===== src/rtl/tms_defs.svh =====
// constants of the timer module status/control block
`ifndef TMS_DEFS_SVH
`define TMS_DEFS_SVH
`define TMS_ADDR_SC      4'h0
`define TMS_ADDR_MOD     4'h4
`define TMS_ADDR_CNT     4'h8
`define TMS_ADDR_IRQST   4'hC
`define TMS_BIT_OVF      7
`define TMS_BIT_OIE      6
`define TMS_BIT_CPWM     5
`define TMS_CLK_HI       4
`define TMS_CLK_LO       3
`define TMS_PS_HI        2
`define TMS_SC_RESET     8'h00
`define TMS_MOD_RESET    16'h0000
`define TMS_CNT_WIDTH    16
`endif


===== src/rtl/tms_pkg.sv =====
// types of the timer module status/control block
package tms_pkg;
    typedef enum logic [1:0] {
        TMS_CLK_OFF,
        TMS_CLK_BUS,
        TMS_CLK_FIXED,
        TMS_CLK_EXT
    } tms_clk_t;
    typedef struct packed {
        logic       ovf;
        logic       oie;
        logic       cpwm;
        tms_clk_t   clk;
        logic [2:0] ps;
    } tms_sc_t;
    typedef struct packed {
        logic       cyc;
        logic       stb;
        logic       we;
        logic [3:0] adr;
        logic [3:0] sel;
        logic [31:0] dat;
    } tms_wb_req_t;
endpackage : tms_pkg


===== src/rtl/tms_status_ctrl.sv =====
// timer module status/control with counter, wishbone slave and interrupt
//
// Chosen here: the Wishbone register port and the register addresses.
`include "tms_defs.svh"
`timescale 1ns/1ps
`default_nettype none
module tms_status_ctrl #(
    parameter int  CW         = `TMS_CNT_WIDTH,
    parameter bit  HAS_PLL_EN = 1'b0
) (
    input  wire logic          ref_clk,
    input  wire logic          srst,
    input  wire logic          wb_cyc_i,
    input  wire logic          wb_stb_i,
    input  wire logic          wb_we_i,
    input  wire logic [3:0]    wb_adr_i,
    input  wire logic [3:0]    wb_sel_i,
    input  wire logic [31:0]   wb_dat_i,
    output logic [31:0]        wb_dat_o,
    output logic               wb_ack_o,
    input  wire logic          ext_clk_pin,
    input  wire logic          fixed_clk_tick,
    output logic               count_down,
    output logic               center_mode,
    output logic               cnt_enable,
    output logic               overflow_evt,
    output logic               coherency_rst,
    output logic               irq
);
    logic            ovf_q, oie_q, cpwm_q;
    tms_pkg::tms_clk_t clk_q;
    logic [2:0]      ps_q;
    logic            armed_q;
    logic [CW-1:0]   mod_q, cnt_q;
    logic            dir_dn_q;
    logic            ext_s1_q, ext_s2_q, ext_s3_q;
    logic            irq_st_q, irq_mask_q;
    logic            src_tick, cnt_tick, wrap;
    logic            req, wr, rd;
    tms_pkg::tms_sc_t sc_view;
    // -----------------------------------------
    // bus decode
    // -----------------------------------------
    // one-cycle answer: ack the cycle after stb, drop it the next
    assign req = wb_cyc_i && wb_stb_i && !wb_ack_o;
    assign wr  = req && wb_we_i;
    assign rd  = req && !wb_we_i;
    always_ff @(posedge ref_clk) begin
        if (srst) begin
            wb_ack_o <= 1'b0;
        end else begin
            wb_ack_o <= req;
        end
    end
    assign sc_view = '{ovf: ovf_q, oie: oie_q, cpwm: cpwm_q, clk: clk_q, ps: ps_q};
    always_ff @(posedge ref_clk) begin
        if (srst) begin
            wb_dat_o <= 32'h0;
        end else if (rd) begin
            unique case (wb_adr_i)
                `TMS_ADDR_SC:    wb_dat_o <= {24'h0, sc_view};
                `TMS_ADDR_MOD:   wb_dat_o <= 32'(mod_q);
                `TMS_ADDR_CNT:   wb_dat_o <= 32'(cnt_q);
                `TMS_ADDR_IRQST: wb_dat_o <= {30'h0, irq_mask_q, irq_st_q};
                default:         wb_dat_o <= 32'h0;
            endcase
        end
    end
    // -----------------------------------------
    // control bits
    // -----------------------------------------
    // one register set drives the single counter of the module
    always_ff @(posedge ref_clk) begin
        if (srst) begin
            oie_q  <= 1'b0;
            cpwm_q <= 1'b0;
            clk_q  <= tms_pkg::TMS_CLK_OFF;
            ps_q   <= 3'h0;
        end else if (wr && wb_adr_i == `TMS_ADDR_SC && wb_sel_i[0]) begin
            oie_q  <= wb_dat_i[`TMS_BIT_OIE];
            cpwm_q <= wb_dat_i[`TMS_BIT_CPWM];
            clk_q  <= tms_pkg::tms_clk_t'(wb_dat_i[`TMS_CLK_HI:`TMS_CLK_LO]);
            ps_q   <= wb_dat_i[`TMS_PS_HI:0];
        end
    end
    always_ff @(posedge ref_clk) begin
        if (srst) begin
            mod_q <= `TMS_MOD_RESET;
        end else if (wr && wb_adr_i == `TMS_ADDR_MOD && &wb_sel_i[1:0]) begin
            mod_q <= wb_dat_i[CW-1:0];
        end
    end
    always_ff @(posedge ref_clk) begin
        if (srst) begin
            coherency_rst <= 1'b0;
        end else begin
            coherency_rst <= wr && wb_adr_i == `TMS_ADDR_SC;
        end
    end
    // -----------------------------------------
    // clock source
    // -----------------------------------------
    // external input is slow (quarter bus rate at most), so a rising-edge tick suffices
    always_ff @(posedge ref_clk) begin
        if (srst) begin
            ext_s1_q <= 1'b0;
            ext_s2_q <= 1'b0;
            ext_s3_q <= 1'b0;
        end else begin
            ext_s1_q <= ext_clk_pin;
            ext_s2_q <= ext_s1_q;
            ext_s3_q <= ext_s2_q;
        end
    end
    always_comb begin
        unique case (clk_q)
            tms_pkg::TMS_CLK_OFF:   src_tick = 1'b0;
            tms_pkg::TMS_CLK_BUS:   src_tick = 1'b1;
            tms_pkg::TMS_CLK_FIXED: src_tick = HAS_PLL_EN ? fixed_clk_tick : 1'b1;
            tms_pkg::TMS_CLK_EXT:   src_tick = ext_s2_q && !ext_s3_q;
        endcase
    end
    tms_prescaler #(.PS_W(3)) u_presc (
        .ref_clk  (ref_clk),
        .srst     (srst),
        .src_tick (src_tick),
        .ps       (ps_q),
        .cnt_tick (cnt_tick)
    );
    // -----------------------------------------
    // counter
    // -----------------------------------------
    // in up/down mode the overflow is taken at the turn at the bottom, as the down count steps from 1 to zero
    always_comb begin
        if (cpwm_q) begin
            wrap = cnt_tick && dir_dn_q && cnt_q == CW'(1);
        end else if (mod_q == '0) begin
            wrap = cnt_tick && (&cnt_q);
        end else begin
            wrap = cnt_tick && cnt_q == mod_q;
        end
    end
    always_ff @(posedge ref_clk) begin
        if (srst) begin
            cnt_q    <= '0;
            dir_dn_q <= 1'b0;
        end else if (wr && wb_adr_i == `TMS_ADDR_CNT) begin
            cnt_q    <= '0;
            dir_dn_q <= 1'b0;
        end else if (!cpwm_q) begin
            // direction drops with the mode bit even while the clock is off
            dir_dn_q <= 1'b0;
            if (cnt_tick) begin
                cnt_q <= wrap ? '0 : cnt_q + CW'(1);
            end
        end else if (cnt_tick) begin
            if (dir_dn_q) begin
                cnt_q    <= cnt_q - CW'(1);
                dir_dn_q <= !(cnt_q == CW'(1));
            end else begin
                cnt_q    <= cnt_q + CW'(1);
                dir_dn_q <= (cnt_q + CW'(1)) == mod_q;
            end
        end
    end
    // -----------------------------------------
    // overflow flag
    // -----------------------------------------
    // a new wrap disarms the pending clear so a fresh event is never lost
    always_ff @(posedge ref_clk) begin
        if (srst) begin
            ovf_q   <= 1'b0;
            armed_q <= 1'b0;
        end else if (wrap) begin
            ovf_q   <= 1'b1;
            armed_q <= 1'b0;
        end else if (rd && wb_adr_i == `TMS_ADDR_SC && ovf_q) begin
            armed_q <= 1'b1;
        end else if (wr && wb_adr_i == `TMS_ADDR_SC && wb_sel_i[0]) begin
            if (armed_q && !wb_dat_i[`TMS_BIT_OVF]) begin
                ovf_q <= 1'b0;
            end
            armed_q <= 1'b0;
        end
    end
    // -----------------------------------------
    // outputs and interrupt
    // -----------------------------------------
    always_ff @(posedge ref_clk) begin
        if (srst) begin
            count_down   <= 1'b0;
            center_mode  <= 1'b0;
            cnt_enable   <= 1'b0;
            overflow_evt <= 1'b0;
        end else begin
            count_down   <= dir_dn_q;
            center_mode  <= cpwm_q;
            cnt_enable   <= cnt_tick;
            overflow_evt <= wrap;
        end
    end
    always_ff @(posedge ref_clk) begin
        if (srst) begin
            irq_st_q   <= 1'b0;
            irq_mask_q <= 1'b0;
        end else begin
            if (wrap) begin
                irq_st_q <= 1'b1;
            end else if (rd && wb_adr_i == `TMS_ADDR_IRQST) begin
                irq_st_q <= 1'b0;
            end
            if (wr && wb_adr_i == `TMS_ADDR_IRQST && wb_sel_i[0]) begin
                irq_mask_q <= wb_dat_i[1];
            end
        end
    end
    always_ff @(posedge ref_clk) begin
        if (srst) begin
            irq <= 1'b0;
        end else begin
            irq <= (oie_q && ovf_q) || (irq_mask_q && irq_st_q);
        end
    end
    // -----------------------------------------
    // check helpers
    // -----------------------------------------
    // cycles since the last counter tick; steady means no control write since then
    logic [7:0]      gap_q;
    logic            steady_q;
    always_ff @(posedge ref_clk) begin
        if (srst) begin
            gap_q    <= 8'h00;
            steady_q <= 1'b0;
        end else begin
            if (cnt_tick) begin
                gap_q <= 8'h00;
            end else if (gap_q != 8'hFF) begin
                gap_q <= gap_q + 8'h01;
            end
            // a write may change the source or divider, so the next gap is not judged
            if (wr && wb_adr_i == `TMS_ADDR_SC) begin
                steady_q <= 1'b0;
            end else if (cnt_tick) begin
                steady_q <= 1'b1;
            end
        end
    end
    // -----------------------------------------
    // assertions
    // -----------------------------------------
    AST_OVF_SET: assert property (@(posedge ref_clk) disable iff (srst)
        wrap |=> ovf_q) else $error("flag not set on wrap");
    AST_CLR_NEEDS_READ: assert property (@(posedge ref_clk) disable iff (srst)
        ($fell(ovf_q)) |-> $past(armed_q)) else $error("flag cleared without read");
    AST_RACE_KEEP: assert property (@(posedge ref_clk) disable iff (srst)
        (wrap && ovf_q) |=> ovf_q ##1 ovf_q || wrap) else $error("race lost flag");
    AST_W1_NOEFFECT: assert property (@(posedge ref_clk) disable iff (srst)
        (ovf_q && !wrap && wr && wb_adr_i == `TMS_ADDR_SC && wb_dat_i[7]) |=> ovf_q)
        else $error("write one changed flag");
    AST_IRQ: assert property (@(posedge ref_clk) disable iff (srst)
        (oie_q && ovf_q) |=> irq) else $error("irq missing");
    AST_UP_ONLY: assert property (@(posedge ref_clk) disable iff (srst)
        !cpwm_q |=> !dir_dn_q || $past(cpwm_q)) else $error("down count in up mode");
    AST_OFF: assert property (@(posedge ref_clk) disable iff (srst)
        clk_q == tms_pkg::TMS_CLK_OFF |-> !cnt_tick) else $error("counter ran while off");
    AST_COHERENCY: assert property (@(posedge ref_clk) disable iff (srst)
        (wr && wb_adr_i == `TMS_ADDR_SC) |=> coherency_rst) else $error("no coherency reset");
    AST_ACK: assert property (@(posedge ref_clk) disable iff (srst)
        req |=> wb_ack_o ##1 !wb_ack_o) else $error("ack timing");
    COV_WRAP: cover property (@(posedge ref_clk) wrap);
    COV_CLEAR: cover property (@(posedge ref_clk) $fell(ovf_q));
    COV_CENTER: cover property (@(posedge ref_clk) cpwm_q && wrap);
    COV_RACE: cover property (@(posedge ref_clk) armed_q && wrap);
    // -----------------------------------------
    // clocking and counter checks
    // -----------------------------------------
    // gap check is only judged once a full period ran on unchanged settings
    AST_PS_DIV: assert property (@(posedge ref_clk) disable iff (srst)
        (cnt_tick && steady_q && clk_q == tms_pkg::TMS_CLK_BUS)
        |-> gap_q == 8'((1 << ps_q) - 1))
        else $error("prescale period wrong");
    AST_PS_WR: assert property (@(posedge ref_clk) disable iff (srst)
        (wr && wb_adr_i == `TMS_ADDR_SC && wb_sel_i[0]) |=> ps_q == $past(wb_dat_i[2:0]))
        else $error("prescale field not taken");
    AST_CLK_WR: assert property (@(posedge ref_clk) disable iff (srst)
        (wr && wb_adr_i == `TMS_ADDR_SC && wb_sel_i[0]) |=> 2'(clk_q) == $past(wb_dat_i[4:3]))
        else $error("clock field not taken");
    AST_FIXED_BUS: assert property (@(posedge ref_clk) disable iff (srst)
        (!HAS_PLL_EN && clk_q == tms_pkg::TMS_CLK_FIXED) |-> src_tick)
        else $error("fixed clock differs from bus clock");
    AST_EXT_SYNC: assert property (@(posedge ref_clk) disable iff (srst)
        (clk_q == tms_pkg::TMS_CLK_EXT && src_tick)
        |-> $past(ext_clk_pin, 2) && !$past(ext_clk_pin, 3))
        else $error("external tick not from a synchronised edge");
    AST_NO_TICK_HOLD: assert property (@(posedge ref_clk) disable iff (srst)
        (!cnt_tick && !(wr && wb_adr_i == `TMS_ADDR_CNT)) |=> $stable(cnt_q))
        else $error("counter moved without a tick");
    AST_CNT_CLR: assert property (@(posedge ref_clk) disable iff (srst)
        (wr && wb_adr_i == `TMS_ADDR_CNT) |=> cnt_q == '0)
        else $error("counter write did not clear");
    AST_WRAP_ZERO: assert property (@(posedge ref_clk) disable iff (srst)
        wrap |=> cnt_q == '0)
        else $error("counter not zero after wrap");
    AST_DN_TURN: assert property (@(posedge ref_clk) disable iff (srst)
        (cnt_tick && cpwm_q && !dir_dn_q && (cnt_q + CW'(1)) == mod_q
            && !(wr && wb_adr_i == `TMS_ADDR_CNT)) |=> dir_dn_q)
        else $error("no turn at modulo");
    AST_CPWM_WR: assert property (@(posedge ref_clk) disable iff (srst)
        (wr && wb_adr_i == `TMS_ADDR_SC && wb_sel_i[0]) |=> cpwm_q == $past(wb_dat_i[5]))
        else $error("centre select not taken");
    AST_CENTER_OUT: assert property (@(posedge ref_clk) disable iff (srst)
        1'b1 |=> center_mode == $past(cpwm_q))
        else $error("centre output not following select");
    // -----------------------------------------
    // flag, interrupt and bus checks
    // -----------------------------------------
    AST_OVF_EVT: assert property (@(posedge ref_clk) disable iff (srst)
        wrap |=> overflow_evt)
        else $error("overflow event missing");
    AST_ARM: assert property (@(posedge ref_clk) disable iff (srst)
        (rd && wb_adr_i == `TMS_ADDR_SC && ovf_q && !wrap) |=> armed_q)
        else $error("read did not arm clear");
    AST_CLR_DONE: assert property (@(posedge ref_clk) disable iff (srst)
        (wr && wb_adr_i == `TMS_ADDR_SC && wb_sel_i[0] && armed_q && !wb_dat_i[7] && !wrap)
        |=> !ovf_q)
        else $error("armed clear did not clear");
    AST_OIE_WR: assert property (@(posedge ref_clk) disable iff (srst)
        (wr && wb_adr_i == `TMS_ADDR_SC && wb_sel_i[0]) |=> oie_q == $past(wb_dat_i[6]))
        else $error("enable bit not taken");
    AST_IRQ_OFF: assert property (@(posedge ref_clk) disable iff (srst)
        (!oie_q && !(irq_mask_q && irq_st_q)) |=> !irq)
        else $error("irq without enabled source");
    AST_STICKY: assert property (@(posedge ref_clk) disable iff (srst)
        wrap |=> irq_st_q)
        else $error("sticky event not set");
    AST_IRQST_CLR: assert property (@(posedge ref_clk) disable iff (srst)
        (rd && wb_adr_i == `TMS_ADDR_IRQST && !wrap) |=> !irq_st_q)
        else $error("sticky event not cleared by read");
    AST_COH_PULSE: assert property (@(posedge ref_clk) disable iff (srst)
        coherency_rst |-> $past(wr && wb_adr_i == `TMS_ADDR_SC))
        else $error("coherency pulse without write");
    AST_ACK_ONLY_REQ: assert property (@(posedge ref_clk) disable iff (srst)
        wb_ack_o |-> $past(req))
        else $error("ack without request");
    AST_READ_SC: assert property (@(posedge ref_clk) disable iff (srst)
        (rd && wb_adr_i == `TMS_ADDR_SC) |=> wb_dat_o[7:0] == 8'($past(sc_view)))
        else $error("status read data wrong");
endmodule : tms_status_ctrl
`default_nettype wire


===== src/rtl/tms_prescaler.sv =====
// power-of-two prescaler after source select
`timescale 1ns/1ps
`default_nettype none
module tms_prescaler #(
    parameter int PS_W = 3
) (
    input  wire logic            ref_clk,
    input  wire logic            srst,
    input  wire logic            src_tick,
    input  wire logic [PS_W-1:0] ps,
    output logic                 cnt_tick
);
    localparam int DW = (1 << PS_W) - 1;
    logic [DW-1:0] div_q;
    logic [DW-1:0] mask;
    // -----------------------------------------
    // divider
    // -----------------------------------------
    // mask is taken from the live field, so a new code acts on the next clock
    assign mask = DW'((1 << ps) - 1);
    always_ff @(posedge ref_clk) begin
        if (srst) begin
            div_q <= '0;
        end else if (src_tick) begin
            div_q <= (div_q & mask) == mask ? '0 : div_q + DW'(1);
        end
    end
    assign cnt_tick = src_tick && ((div_q & mask) == mask);
endmodule : tms_prescaler
`default_nettype wire


===== config.mk =====
export PLATFORM = sky130hd
export DESIGN_NAME = tms_status_ctrl
export DESIGN_NICKNAME = d
export VERILOG_FILES = /design/src/rtl/tms_pkg.sv /design/src/rtl/tms_status_ctrl.sv /design/src/rtl/tms_prescaler.sv
export VERILOG_INCLUDE_DIRS = /design/src /design/src/rtl
export SDC_FILE = /design/constraint.sdc
export NUM_CORES = 1
export LEC_CHECK = 0
export ABC_AREA = 1
export BUFFER_PORTS_ARGS = -buffer_cell sky130_fd_sc_hd__buf_2
export CORE_MARGIN = 1
export CORE_UTILIZATION = 40
export DETAILED_ROUTE_END_ITERATION = 16
export MAX_ROUTING_LAYER = met4
export PLACE_DENSITY = 0.56
export SKIP_CTS_REPAIR_TIMING = 1
export SYNTH_ARGS = -nofsm -noshare
export SYNTH_HDL_FRONTEND = slang
export SYNTH_HIERARCHICAL = 1
export SYNTH_SLANG_ARGS = --single-unit

===== constraint.sdc =====
create_clock -name ref_clk -period 4.3 [get_ports ref_clk]
set_input_delay 0.645 -clock ref_clk [delete_from_list [all_inputs] [get_ports ref_clk]]
set_output_delay 0.645 -clock ref_clk [all_outputs]
set_load 0.005 [all_outputs]

-- Word-level counts from Yosys, hierarchy flattened
Cells that the tools add are included.
- output and inout bits: 39
- bits of input ports: 47
- register bits after elaboration: 93
- word-level logic and storage cells: 103
- add/subtract/negate cells: 4
- reductions and logical operators: 43
- equal/unequal tests: 11
- bitwise logic cells: 2
- shift-type cells: 1
- multiplexer cells: 19
- operators with widths (operator ; count):
    16-bit two-way mux ; 5
    16-bit case mux with 4 select lines ; 1
    16-bit == test ; 2
    1-bit logical AND ; 23
    16-bit by 1-bit adder with 16-bit output (second input constant) ; 1
    16-bit by 1-bit == test with 1-bit output (second input constant) ; 1
    16-bit logical NOT ; 1
    16-bit AND reduction ; 1
    16-bit by 1-bit subtractor with 16-bit output (second input constant) ; 1
    1-bit two-way mux ; 11
    4-bit == test (second input constant) ; 2
    2-bit nonzero test ; 4
    7-bit by 1-bit adder with 7-bit output (second input constant) ; 1
    7-bit AND ; 1
    7-bit == test ; 1
    7-bit two-way mux ; 1
    1-bit by 3-bit << shifter with 7-bit output (first input constant) ; 1
    7-bit by 2-bit subtractor with 7-bit output (second input constant) ; 1
    2-bit OR reduction ; 3
    1-bit logical NOT ; 5
    2-bit == test (second input constant) ; 2
    4-bit by 3-bit == test with 1-bit output (second input constant) ; 1
    4-bit logical NOT ; 1
    1-bit case mux with 3 select lines ; 1
    other kinds (8) ; 8

-- Depth between registers and ports, before layout
- depth in word-level cells: 11
- gate-level depth with buffers: 17
- depth with buffers taken out: 16

-- Modules after synthesis
Netlist, hierarchy kept.
- modules (own cells, without submodules) (module ; area an instance (um^2) ; instances ; cells each ; seq. area each (um^2)):
    tms_status_ctrl ; 4345.4 ; 1 ; 674 ; 1401.3
    tms_prescaler ; 415.4 ; 1 ; 57 ; 140.1

-- Least setup slack after synthesis
No wires, ideal clock.
- path kind: reg2reg
- start point: register clk_q[0]
- end point: register cnt_q[2]
- cell stages (with the launch flop): 16
- data required time: 4.181 ns
- path slack: 2.053 ns
- period minus slack after synthesis: 2.247 ns
- path buffers: 2
- library setup time: 0.119 ns
- arrival time: 2.128 ns
- cell sequence: dfxtp_1 > inv_1 > ha_1 > a21oi_1 > nor2_1 > buf_4 > nand2_1 > nor2_2 > nand2_2 > inv_1 > inv_1 > nor2_1 > nand3_4 > buf_6 > a31oi_1 > nor2_1
- cells in the longest elaborated chain, start to end: 10
- elaborated cells on any way between the ends: 16
- classes of those cells: eq/ne (3); mux (6); reduce/logical (7)
- RTL lines (item ; RTL line ; text):
    from (decl) ; tms_status_ctrl.sv:31 ; tms_pkg::tms_clk_t clk_q;
    from (signal assigned) ; tms_status_ctrl.sv:77 ; clk_q <= tms_pkg::TMS_CLK_OFF;
    from (signal assigned) ; tms_status_ctrl.sv:82 ; clk_q <= tms_pkg::tms_clk_t'(wb_dat_i[`TMS_CLK_HI:`TMS_CLK_LO]);
    2-bit == test or 2-bit by 1-bit == test with 1-bit output (tied branches) ; tms_status_ctrl.sv:116 ; unique case (clk_q)
    2-bit OR reduction (no line) ; -- ;
    1-bit case mux with 3 select lines (*) ; tms_status_ctrl.sv:116 ;
    net src_tick ; tms_status_ctrl.sv:38 ; logic src_tick, cnt_tick, wrap;
    1-bit logical AND (*) ; tms_prescaler.sv:28 ; assign cnt_tick = src_tick && ((div_q & mask) == mask);
    net cnt_tick ; tms_status_ctrl.sv:38 ;
    1-bit logical AND (on tied branches) ; tms_status_ctrl.sv:140, tms_status_ctrl.sv:136, tms_status_ctrl.sv:138 ;
    1-bit two-way mux or 1-bit logical AND (tied branches) ; tms_status_ctrl.sv:137, tms_status_ctrl.sv:136 ;
    1-bit two-way mux ; tms_status_ctrl.sv:135 ; if (cpwm_q) begin
    16-bit two-way mux ; tms_status_ctrl.sv:154 ; cnt_q <= wrap ? '0 : cnt_q + CW'(1);
    16-bit two-way mux ; tms_status_ctrl.sv:153 ; if (cnt_tick) begin
    16-bit two-way mux ; tms_status_ctrl.sv:150 ; end else if (!cpwm_q) begin
    to (signal assigned) ; tms_status_ctrl.sv:154 ;
    to (signal assigned) ; tms_status_ctrl.sv:158 ; cnt_q <= cnt_q - CW'(1);
    to (signal assigned) ; tms_status_ctrl.sv:161 ; cnt_q <= cnt_q + CW'(1);
    to (decl) ; tms_status_ctrl.sv:34 ; logic [CW-1:0] mod_q, cnt_q;
The timed path passes the listed nets; every way through them passes the cells marked *. The select of a mux whose other input is x is not followed.
A chain may end at the register's enable or synchronous reset.

-- Final worst setup path
- start point: register clk_q[0]
- end point: register cnt_q[14]
The elaborated chain is that of the path after synthesis.

==> impl_metrics.tcl <==
set metrics [dict create \
    r2r_setup_slack_ns 1.23 \
    dp.cells 902 \
    drtPass1Iterations 11 \
    p_leak_nw 2.30 \
    yosys.area.top_type "dfxtp_1" \
    viasPerCell 5.21 \
    timing.rr.start "clk_q[0]" \
    whs_ns 0.410 \
    antenna_found_initial 0 \
    tightestPinTransition_ns 0.726 \
    grt_util_met2_pct 35.3 \
    fin_setup_tns_ns 0 \
    synthArstFlopShare_pct 0 \
    overflow 0 \
    final_common_cell "nand2_1" \
    cts_buffer_depth 2 \
    drc 10 \
    r2r_cells 18 \
    route.vias.total 4782 \
    synth.mux.area_fraction_pct 0.210 \
    synth_compound_area_share_pct 18.0 \
    violations "design-rule violations" \
    synth_warnings 6 \
    cap_violations 0 \
    worstReg2RegEnd "cnt_q[14]" \
    grt_first_pass_wirelength_um 22000 \
    skew_ns 0.00830 \
    final_hold_viol_count 0 \
    max-vdd-ir-drop_mv 0.207 \
    wl_per_cell_um 14.8 \
    cts_root_buf "clkbuf_16" \
    drv_slew 0 \
    cts_htree_levels 3 \
    cp-end-kind "register" \
    hp-class "reg2reg" \
    synth_area_mm2 0.00476 \
    critPathLaunch "clk_q[0]" \
    met1_usage_pct 31.3 \
    rows 39 \
    ys_ff_latch 77 \
    clk_latency_ns 0.34 \
    cts.sinks 77 \
    drive_above_1_share_pct 12.5 \
    gp_congestion 0.946 \
    ios 86 \
    cts.clk_slew.worst_paths_ns 0.06 \
    die_h_um 111 \
    antennaDiodeCount 0 \
    max_freq_mhz 326 \
    ys.flop_type "dfxtp_1" \
    nFillCells 1230 \
    synth_xor_area_share_pct 4.05 \
    synth_seq_area_share_pct 32.4 \
    syn_inst 731 \
    yosys.area_share.simple_pct 31.6 \
    power.density_mw_per_mm2 289 \
    synth_cell_type_count 42 \
    synth-edff-count 0 \
    cts_buffers 9 \
    final_nets 823 \
    fp.coreArea_mm2 0.0115 \
    setup.worst_path.end "cnt_q[14]" \
    fp.dieW_um 111 \
    drtIter0Drc 292 \
    status "finished, violations left" \
    cts_tree "done" \
    top_usage_layer "met2" \
    area_delta_synth_final_pct 11.9 \
    syn_area_per_cell_um2 6.51 \
    required_ns 4.52 \
    final_antenna_net_count 0 \
    critPathMaxFanout 24 \
    setup_violations 0 \
    synth_top_area_share_pct 32.4 \
    portBuffers 50 \
    final_cell_mix "nand2_1, inv_1, dfxtp_1" \
    crit_type "reg2reg" \
    arrival_ns 3.29 \
    synth_area_leaders "dfxtp_1, nand2_1, a21oi_1" \
    grt_max_degree 33 \
    grt_usage_pct 23.0 \
    dp_hpwl_um 10200 \
    synth_adder_area_share_pct 1.58 \
    grt_setup_unrepaired "false" \
    final.period_utilization_pct 71.4 \
    met3_usage_pct 3.23 \
    slew_headroom_pct 51.6 \
    final_cell_count_no_fill 918 \
    wl_um 13600 \
    dieArea_mm2 0.0123 \
    period_needed_ns 3.07 \
    critPathLaunchType "register" \
    holdPathStages 2 \
    synth_top_family_by_area "simple AND/OR/NAND/NOR gates" \
    grt_pass1_vias 4326 \
    start_util_pct 41.3 \
]
-- per-stage QoR --
stage	total power, mW	worst slack (ns)	instance area, um2	util [%]
after detailed placement	0.792	1.27	5030	43.7
after global routing	1.59	0.940	5330	46.3
after global placement	0.791	1.30	5030	43.7
final	1.54	1.23	5330	46.3
after floorplan	0.775	2.05	4820	-
after CTS	1.55	1.25	5330	46.3
-- logic make-up after synthesis --
logic type | after synthesis
flops | 77
simple gates | 341
mux | 1
xor+xnor | 22
compound gates | 154
other cells | 1
buf+inv | 129
fa+ha+maj | 6
-- worst max-delay path, stage by stage (launching register included) --
cell and delay (ns):
dfxtp_1 0.36, inv_1 0.07, ha_1 0.27, a21oi_1 0.04, nor2_1 0.41, nand2_1 0.13, nor2_2 0.13, nand2_2 0.07
inv_1 0.06, buf_4 0.26, inv_1 0.06, buf_4 0.20, nor2_1 0.17, buf_4 0.19, nand3_4 0.21, nand2_1 0.12
inv_1 0.06, o21ai_0 0.08, a21oi_1 0.07
-- area by class of cell --
type | count | area, um2 | area share, %
timing repair buffer | 56 | 295 | 5.54
clock inverter | 5 | 60.1 | 1.13
inverter | 86 | 323 | 6.06
clock buffer | 11 | 233 | 4.37
tap | 143 | 179 | 3.36
sequential | 77 | 1540 | 28.9
multi-input combinational | 540 | 2700 | 50.6
-- routing by layer --
layer / share of wire (%) / wire, um
met2: 44 / 5980
met4: 1.4 / 191
met1: 49 / 6620
met5: 0 / 0
met3: 5.8 / 786
-- power breakdown --
group          internal, mW  leakage, nW  total [mW]  switching, mW
Combinational        0.0179         1.54      0.0591         0.0412
Sequential            0.715        0.621       0.716        0.00101
Clock                 0.452        0.140       0.764          0.312
-- Yosys cell counts (5+ instances only) --
cell,number
a21oi_1,65
buf_4,22
clkbuf_1,16
dfxtp_1,77
ha_1,6
inv_1,80
nand2_1,188
nand3_1,32
nand4_1,18
nor2_1,68
nor2_2,9
nor3_1,5
o211ai_1,6
o21ai_0,51
o22ai_1,17
xor2_1,20
-- worst min path at each step --
stage	from	to	slack, ns
CTS	ext_s1_q	ext_s2_q	0.42
finish	ext_s1_q	ext_s2_q	0.41
global route	ext_s1_q	ext_s2_q	0.43
global placement	ext_s1_q	ext_s2_q	0.40
detailed placement	ext_s1_q	ext_s2_q	0.40
floorplan	ext_s1_q	ext_s2_q	0.39
-- flip-flops by register name, summed over array words and instances (netlist names), 2 cells and up --
register and cells:
cnt_q 16, mod_q 16, wb_dat_o 16, u_presc/div_q 7
ps_q 3, clk_q 2
(Power assumes the default switching activity.)
